===== config.mk =====
export PLATFORM = sky130hd
export DESIGN_NAME = cgc_global_clock
export DESIGN_NICKNAME = d
export VERILOG_FILES = /design/src/cgc_pkg.sv /design/src/cgc_divider.sv /design/src/cgc_global_clock.sv
export VERILOG_INCLUDE_DIRS = /design/src /design/src/src
export SDC_FILE = /design/constraint.sdc
export NUM_CORES = 1
export LEC_CHECK = 0
export BUFFER_PORTS_ARGS = -buffer_cell sky130_fd_sc_hd__buf_4
export CAP_MARGIN = 20
export CORE_MARGIN = 4
export CORE_UTILIZATION = 35
export CTS_BUF_LIST = sky130_fd_sc_hd__clkbuf_16
export CTS_CLUSTER_SIZE = 40
export DETAILED_ROUTE_END_ITERATION = 8
export SETUP_SLACK_MARGIN = 0.5
export SYNTH_ARGS = -nofsm -noshare
export SYNTH_HDL_FRONTEND = slang
export SYNTH_HIERARCHICAL = 1
export SYNTH_SLANG_ARGS = --single-unit

===== constraint.sdc =====
create_clock -name i_core_clk -period 4.6 [get_ports i_core_clk]
set_input_delay 0.23 -clock i_core_clk [delete_from_list [all_inputs] [get_ports i_core_clk]]
set_output_delay 0.23 -clock i_core_clk [all_outputs]
set_load 0.005 [all_outputs]

===== src/cgc_defines.svh =====
// Register offsets, field positions, reset values and widths of the global clock block.
`ifndef CGC_DEFINES_SVH
`define CGC_DEFINES_SVH
`define CGC_ADDR_W 4
`define CGC_OFS_IRQ_ENABLE 4'h0
`define CGC_OFS_CLOCK_SELECT 4'h1
`define CGC_OFS_IRQ_STATUS 4'h2
`define CGC_OFS_IRQ_CLEAR 4'h3
`define CGC_OFS_IRQ_MASK 4'h4
`define CGC_OFS_GLOBAL_STATE 4'h5
`define CGC_IE_RD_BAD_WRITE 2
`define CGC_IE_RD_BAD_ADDR 1
`define CGC_IE_WR_SET_BAD_WRITE 10
`define CGC_IE_WR_SET_BAD_ADDR 9
`define CGC_IE_WR_CLR_BAD_WRITE 2
`define CGC_IE_WR_CLR_BAD_ADDR 1
`define CGC_IE_RD_FIXED 16'h0A00
`define CGC_IE_RST_EN 1'b0
`define CGC_CS_RESET 16'h7F05
`define CGC_CS_PRESCALE_HI 15
`define CGC_CS_PRESCALE_LO 8
`define CGC_CS_SOURCE_HI 7
`define CGC_CS_SOURCE_LO 6
`define CGC_CS_ZERO_BIT 4
`define CGC_CS_MEMDIV_HI 3
`define CGC_CS_MEMDIV_LO 0
`define CGC_CS_WMASK 16'hFFCF
`define CGC_EV_BAD_WRITE 0
`define CGC_EV_BAD_ADDR 1
`define CGC_NUM_EV 2
`endif


===== src/cgc_pkg.sv =====
// Types shared by the global clock select block.
package cgc_pkg;
    // Event vector type, one bit for each of the two global error events.
    typedef logic [1:0] cgc_ev_t;
endpackage : cgc_pkg


===== src/cgc_divider.sv =====
// Programmable divider that turns an input enable into a slower enable pulse.
`include "cgc_defines.svh"
module cgc_divider
    import cgc_pkg::*;
#(
    parameter int WIDTH = 8
) (
    input wire logic i_core_clk,
    input wire logic i_rst_n,
    input wire logic i_tick,
    input wire logic [WIDTH-1:0] i_ratio,
    output logic o_tick
);
    initial begin
        if (WIDTH < 1 || WIDTH > 16) begin
            $error("cgc_divider WIDTH out of range");
        end
    end

    // Whole state of the divider.
    typedef struct packed {
        logic [WIDTH-1:0] count;
        logic tick;
    } cgc_div_state_t;

    cgc_div_state_t state;
    cgc_div_state_t next_state;

    // Count input ticks; emit one tick each ratio+1 input ticks.
    always_comb begin
        next_state = state;
        next_state.tick = 1'b0;
        if (i_tick) begin
            if (state.count >= i_ratio) begin
                // Using >= lets a ratio lowered mid-count end the period at once.
                next_state.count = '0;
                next_state.tick = 1'b1;
            end else begin
                next_state.count = state.count + 1'b1;
            end
        end
    end

    // State register.
    always_ff @(posedge i_core_clk or negedge i_rst_n) begin
        if (!i_rst_n) begin
            state <= '0;
        end else begin
            state <= next_state;
        end
    end

    assign o_tick = state.tick;
endmodule : cgc_divider


===== src/cgc_global_clock.sv =====
// Global interrupt enable and clock chain select registers with their dividers.
`include "cgc_defines.svh"

// Overview of operation
// - Set 1 clear 0 sets; reverse clears enable.
// - Write bits 10,9 set; 2,1 clear.
// - Read bit 2: bad write interrupt enable.
// - Read bit 1: bad address interrupt enable.
// - Both registers accessed as 16-bit words.
// - Prescaler bits 15:8 divide timer source by n+1.
// - Prescaler resets to 127, dividing by 128.
// - Bits 7:6 divide memory clock by 2..16.
// - Bits 3:0 divide memory source by n+1.
// - global_op_state reads 1 when module access enabled.
module cgc_global_clock
    import cgc_pkg::*;
#(
    parameter int DATA_W = 16
) (
    input wire logic i_core_clk,
    input wire logic i_rst_n,
    input wire logic [`CGC_ADDR_W-1:0] i_addr,
    input wire logic [DATA_W-1:0] i_wdata,
    input wire logic i_wr,
    input wire logic i_rd,
    output logic [DATA_W-1:0] o_rdata,
    input wire logic i_mem_src_tick,
    input wire logic i_global_op_state,
    input wire logic i_bad_write_event,
    input wire logic i_bad_addr_event,
    output logic o_mem_clk_tick,
    output logic o_timer_src_tick,
    output logic o_timer_sys_tick,
    output logic o_bad_write_irq,
    output logic o_bad_addr_irq,
    output logic o_irq,
    output logic o_write_refused
);
    // The register file is built for 16-bit words only.
    initial begin
        if (DATA_W != 16) begin
            $error("cgc_global_clock DATA_W must be 16");
        end
    end

    // Whole state of the block.
    typedef struct packed {
        logic bad_write_irq_en;  // Enable of the invalid write interrupt.
        logic bad_addr_irq_en;  // Enable of the bad address interrupt.
        logic [15:0] clock_select_reg;  // Clock chain selection word.
        cgc_ev_t irq_status;  // Sticky event flags.
        cgc_ev_t irq_mask;  // Enables onto the shared interrupt line.
        logic [3:0] src_count;  // Fixed divide-by-2..16 counter.
        logic timer_src_tick;  // Registered timer source enable.
        logic bad_write_irq;  // Registered request toward the processor.
        logic bad_addr_irq;  // Registered request toward the processor.
        logic write_refused;  // Sticky: a clock select write was blocked.
        logic [15:0] rdata;  // Read data, valid one cycle after the strobe.
    } cgc_state_t;

    cgc_state_t state;
    cgc_state_t next_state;

    logic mem_clk_tick;  // Memory controller clock enable from the first divider.
    logic timer_sys_tick;  // Timer system clock enable from the prescaler.
    logic [3:0] src_limit;  // Terminal count of the fixed divider.
    cgc_ev_t events;  // Raw events this cycle.
    logic [15:0] ie_read;  // Read view of the enable register.

    // Memory controller clock: source divided by n+1.
    cgc_divider #(
        .WIDTH(4)
    ) u_mem_div (
        .i_core_clk(i_core_clk),
        .i_rst_n(i_rst_n),
        .i_tick(i_mem_src_tick),
        .i_ratio(state.clock_select_reg[`CGC_CS_MEMDIV_HI:`CGC_CS_MEMDIV_LO]),
        .o_tick(mem_clk_tick)
    );

    // Timer system clock: timer source divided by n+1.
    cgc_divider #(
        .WIDTH(8)
    ) u_prescale (
        .i_core_clk(i_core_clk),
        .i_rst_n(i_rst_n),
        .i_tick(state.timer_src_tick),
        .i_ratio(state.clock_select_reg[`CGC_CS_PRESCALE_HI:`CGC_CS_PRESCALE_LO]),
        .o_tick(timer_sys_tick)
    );

    // Event vector assembly.
    always_comb begin
        events = '0;
        events[`CGC_EV_BAD_WRITE] = i_bad_write_event;
        events[`CGC_EV_BAD_ADDR] = i_bad_addr_event;
    end

    // Fixed divider terminal count: codes 0..3 give 2,4,8,16, so limit is 2^(code+1)-1.
    always_comb begin
        unique case (state.clock_select_reg[`CGC_CS_SOURCE_HI:`CGC_CS_SOURCE_LO])
            2'h0: src_limit = 4'h1;
            2'h1: src_limit = 4'h3;
            2'h2: src_limit = 4'h7;
            2'h3: src_limit = 4'hF;
        endcase
    end

    // Read view: fixed pattern plus the two live enables.
    always_comb begin
        ie_read = `CGC_IE_RD_FIXED;
        ie_read[`CGC_IE_RD_BAD_WRITE] = state.bad_write_irq_en;
        ie_read[`CGC_IE_RD_BAD_ADDR] = state.bad_addr_irq_en;
    end

    // Next-state logic for registers, dividers and interrupts.
    always_comb begin
        next_state = state;
        next_state.rdata = '0;
        next_state.timer_src_tick = 1'b0;
        // Fixed divider advances on each memory clock enable.
        if (mem_clk_tick) begin
            if (state.src_count >= src_limit) begin
                next_state.src_count = '0;
                next_state.timer_src_tick = 1'b1;
            end else begin
                next_state.src_count = state.src_count + 4'h1;
            end
        end
        // Register writes, whole 16-bit words.
        if (i_wr) begin
            unique case (i_addr)
                `CGC_OFS_IRQ_ENABLE: begin
                    // Paired set/clear; equal pairs leave the bit alone.
                    if (i_wdata[`CGC_IE_WR_SET_BAD_WRITE]
                        && !i_wdata[`CGC_IE_WR_CLR_BAD_WRITE]) begin
                        next_state.bad_write_irq_en = 1'b1;
                    end else if (!i_wdata[`CGC_IE_WR_SET_BAD_WRITE]
                        && i_wdata[`CGC_IE_WR_CLR_BAD_WRITE]) begin
                        next_state.bad_write_irq_en = 1'b0;
                    end
                    if (i_wdata[`CGC_IE_WR_SET_BAD_ADDR]
                        && !i_wdata[`CGC_IE_WR_CLR_BAD_ADDR]) begin
                        next_state.bad_addr_irq_en = 1'b1;
                    end else if (!i_wdata[`CGC_IE_WR_SET_BAD_ADDR]
                        && i_wdata[`CGC_IE_WR_CLR_BAD_ADDR]) begin
                        next_state.bad_addr_irq_en = 1'b0;
                    end
                end
                `CGC_OFS_CLOCK_SELECT: begin
                    // Changing dividers under a running module would glitch its clocks,
                    // so the write is dropped and flagged instead.
                    if (i_global_op_state) begin
                        next_state.write_refused = 1'b1;
                    end else begin
                        // Bits 5 and 4 always hold zero.
                        next_state.clock_select_reg = i_wdata & `CGC_CS_WMASK;
                    end
                end
                `CGC_OFS_IRQ_CLEAR: begin
                    next_state.irq_status = state.irq_status & ~i_wdata[1:0];
                    next_state.write_refused = state.write_refused & ~i_wdata[2];
                end
                `CGC_OFS_IRQ_MASK: begin
                    next_state.irq_mask = i_wdata[1:0];
                end
                default: begin
                    // Read-only or unmapped offsets ignore writes.
                end
            endcase
        end
        // Events set sticky flags after the clear so the set wins.
        next_state.irq_status = next_state.irq_status | events;
        // Requests only while the matching enable is set.
        next_state.bad_write_irq = i_bad_write_event && state.bad_write_irq_en;
        next_state.bad_addr_irq = i_bad_addr_event && state.bad_addr_irq_en;
        // Read data appear in the cycle after the strobe.
        if (i_rd) begin
            unique case (i_addr)
                `CGC_OFS_IRQ_ENABLE: next_state.rdata = ie_read;
                `CGC_OFS_CLOCK_SELECT: next_state.rdata = state.clock_select_reg;
                `CGC_OFS_IRQ_STATUS: next_state.rdata = {14'h0000, state.irq_status};
                `CGC_OFS_IRQ_MASK: next_state.rdata = {14'h0000, state.irq_mask};
                `CGC_OFS_GLOBAL_STATE: begin
                    next_state.rdata = {14'h0000, state.write_refused, i_global_op_state};
                end
                default: next_state.rdata = 16'h0000;
            endcase
        end
    end

    // State register with documented reset values.
    always_ff @(posedge i_core_clk or negedge i_rst_n) begin
        if (!i_rst_n) begin
            state <= '0;
            state.bad_write_irq_en <= `CGC_IE_RST_EN;
            state.bad_addr_irq_en <= `CGC_IE_RST_EN;
            state.clock_select_reg <= `CGC_CS_RESET;
        end else begin
            state <= next_state;
        end
    end

    assign o_rdata = state.rdata;
    assign o_mem_clk_tick = mem_clk_tick;
    assign o_timer_src_tick = state.timer_src_tick;
    assign o_timer_sys_tick = timer_sys_tick;
    assign o_bad_write_irq = state.bad_write_irq;
    assign o_bad_addr_irq = state.bad_addr_irq;
    assign o_irq = |(state.irq_status & state.irq_mask);
    assign o_write_refused = state.write_refused;
endmodule : cgc_global_clock


==> impl_metrics.csv <==
group,metric,value,unit
cts,clkTransAtPathRegs,0.07,ns
floorplanning,die_x,100,µm
layout,finish.utilization,41.4,%
layout,area_delta_synth_final,14.9,%
global_route,grtUsageMet2,18.6,%
yosys,yosysWarnings,6,
global_route,track_usage,11.6,%
floorplanning,die_area,10000,µm²
routing,num_vias,1928,
sta,slew_viol_final,0,
cts,cts_setup_buffers,0,
power,internal_power,999,µW
power,netSwitchingFraction,31.5,%
outcome,failed_checks,"negative hold slack",
place,port_buffers,46,
floorplanning,io_pins,51,
cts,clk_latency,0.28,ns
power,switching_power,459,µW
sta,finalCriticalPeriod,2.02,ns
power,clkPwrFrac,24.1,%
routing,avgRoutedWirePerCell,14.0,µm
routing,drt-initial-drc-count,72,
floorplanning,dieHeight,100,µm
layout,instances_no_fill,402,
critical_path,worstPathArrival,2.22,ns
place,gp_congestion,0.789,
yosys,ys_seq_elements,56,
global_route,grt_antenna_before_repair,0,
floorplanning,initial_utilization,36.0,%
power,p_per_area,427,nW/µm²
yosys,syn_inst,267,
yosys,synth.avg_cell_area,11.1,µm²
cts,h-tree-depth,2,
flow_run,max-cap-violations,0,
sta,rsz0062_at_grt,"no",
global_route,grt_overflow,0,
sta,timing.final.crit_share,43.8,%
critical_path,reg2reg_from,"state[38]$_DFFE_PN1P_",
cts,clk_path_buf_depth,2,
cts,cts_buffers,5,
power,seqPwrFrac,47.1,%
power,p_comb_share,28.7,%
yosys,ys.flop_type,"dfrtp_1",
yosys,synthMuxAreaShare,10.2,%
place,hpwl,4150,µm
routing,wirelength,5640,µm
yosys,synth_fa_ha_area_share,8.41,%
critical_path,ff2ff_path_depth,7,
place,dp_cells,395,
sta,max_freq,496,MHz
yosys,synth.area.top_cells,"dfrtp_1 40%, ha_1 8.4%, dfstp_2 8.0%",
yosys,ys_async_sr_fraction,100,%
critical_path,worstSetupEndpointType,"flip-flop",
layout,fin_nets,345,
sta,slew_headroom,52.8,%
layout,antenna_cells,0,
yosys,yosysTopAreaCell,"dfrtp_1",
yosys,synth.top_cells.by_count,"47 x dfrtp_1, 27 x inv_1, 20 x ha_1",
layout,nFillCells,812,
hold_path,min_path_type,"primary input to async pin",
critical_path,path_max_fanout,7,
routing,drt.antenna.violating_nets,0,
yosys,yosys.area_share.simple,14.3,%
yosys,synth_top_area_share,39.5,%
routing,dr.pass1.iters,6,
critical_path,crit_path_end,"u_prescale/state[5]$_DFFE_PN0P_",
global_route,first_global_vias,1925,
power,peakVddDrop,0.154,mV
critical_path,cp-start-kind,"flip-flop",
sta,whs,-0.0234,ns
sta,worst_slew_pin_slew,0.708,ns
critical_path,r2r_end,"u_prescale/state[5]$_DFFE_PN0P_",
cts,cts_root_buf,"clkbuf_16",
cts,cts_hold_buf,0,
global_route,grtUsageMet1,16.1,%
global_route,grt_max_degree,57,
sta,setup_tns,0,ns
outcome,status,"finished, violations left",
critical_path,r2r_slack,2.58,ns
critical_path,path_class,"flip-flop to flip-flop",
layout,drive_above_1_share,30.0,%
cts,cts_tree,"done",
sta,clock_skew,0.00280,ns
floorplanning,placeableCoreArea,8260,µm²
sta,final_hold_viol_count,11,
yosys,synth_top_family_by_area,"simple AND/OR/NAND/NOR gates",
cts,clock-sinks,56,
routing,drcViolationCount,0,
global_route,grt_pass1_wl,9310,µm
yosys,synth_compound_area_share,9.42,%
power,p_leak,0.00169,µW
yosys,synth_edf_count,0,
yosys,synth_cell_type_count,49,
critical_path,critPathRequiredTime,4.80,ns
yosys,synth.most_common_cell,"dfrtp_1",
global_route,grt.busiest_layer,"met2",
critical_path,crit_path_start,"state[38]$_DFFE_PN1P_",
yosys,syn-cell-area,2970,µm²
floorplanning,rows,33,
global_route,use_met3,2.71,%
routing,vias_per_cell,4.80,
yosys,synth_seq_area_share,47.5,%
sta,finalSetupViolCount,0,
yosys,synth-xor-area-share,0.883,%
cts,cts_resized,0,
through the flow:
stage	setup WS [ns]	instance area [µm²]	hold WS, ns	power, µW
2_1_floorplan	2.78	2980	-0.0656	991
3_3_place_gp	2.63	3290	0.334	1110
3_5_place_dp	2.61	3290	0.336	1120
4_1_cts	2.57	3420	0.0325	1480
5_1_grt	2.37	3420	0.0671	1580
6_report	2.58	3420	-0.0234	1460
sequential cells by signal (all words and copies together), names as in the netlist:
register           count
state                 22
o_rdata               14
u_prescale/state       8
u_mem_div/state        4
ie_read                2
o_bad_addr_irq         1
o_bad_write_irq        1
o_timer_src_tick       1
o_write_refused        1
u_mem_div/o_tick       1
u_prescale/o_tick      1
cell type report:
| class | instances | area, µm² | share of cell area [%] |
|---|---|---|---|
| multi-input combinational | 161 | 1290 | 37.9 |
| inverter | 27 | 101 | 2.96 |
| timing repair buffer | 46 | 345 | 10.1 |
| clock inverter | 2 | 7.51 | 0.220 |
| sequential | 56 | 1410 | 41.3 |
| tap | 105 | 131 | 3.84 |
| clock buffer | 5 | 125 | 3.66 |
layout by cell type, fill, tap and decap left out, drive strengths merged, types with 2 or more instances in the layout:
| cell type | n |
|---|---|
| mux2i | 3 |
| ha | 20 |
| dfrtp | 47 |
| nand4 | 2 |
| a21o | 3 |
| nor3b | 3 |
| nor4 | 2 |
| and3 | 10 |
| nor2b | 3 |
| nand2b | 3 |
| nor3 | 3 |
| nand3 | 9 |
| clkbuf | 5 |
| and2 | 4 |
| dfstp | 9 |
| a21oi | 8 |
| inv | 27 |
| buf | 46 |
| nand2 | 11 |
| xnor2 | 2 |
| mux2 | 21 |
| conb | 2 |
| o211ai | 2 |
| o22ai | 5 |
| clkinv | 2 |
| nand3b | 4 |
| nor2 | 12 |
| a21boi | 2 |
| a211oi | 3 |
| nor4b | 2 |
| o21ai | 12 |
routing by layer:
metal  routed length (µm)  vias up
met2                 2640       43
li1                     -      968
met1                 2670      915
met4                   34        0
met5                    0        -
met3                  302        2
worst max-delay path, cell delays in order, from the launching register on:
cell and delay (ns):
dfstp_2 0.55, inv_1 0.05, ha_1 0.28, a211oi_1 0.22, o21ai_1 0.14, a211oi_4 0.39
nand2_1 0.12, o22ai_1 0.19
logic make-up after synthesis:
logic type      Yosys count
simple gates             71
flops                    56
other cells               1
xor+xnor                  3
fa+ha+maj                20
buf+inv                  51
compound gates           41
mux                      24
power by group through the flow:
stage	sequential [µW]	combinational [µW]	clock, µW
3_3_place_gp	693	413	0
5_1_grt	706	491	383
2_1_floorplan	660	332	0
4_1_cts	690	426	365
3_5_place_dp	699	422	0
6_report	688	419	352
worst min path at each step:
stage / cells past startpoint / to / slack [ns]
2_1_floorplan: 0 / ie_read[1]$_DFFE_PN0P_ / -0.07
3_3_place_gp: 1 / o_bad_addr_irq$_DFF_PN0_ / 0.33
3_5_place_dp: 1 / o_bad_addr_irq$_DFF_PN0_ / 0.34
4_1_cts: 1 / o_write_refused$_DFFE_PN0P_ / 0.03
5_1_grt: 1 / o_write_refused$_DFFE_PN0P_ / 0.07
6_report: 1 / o_bad_addr_irq$_DFF_PN0_ / -0.02
(Power assumes the default switching activity.)
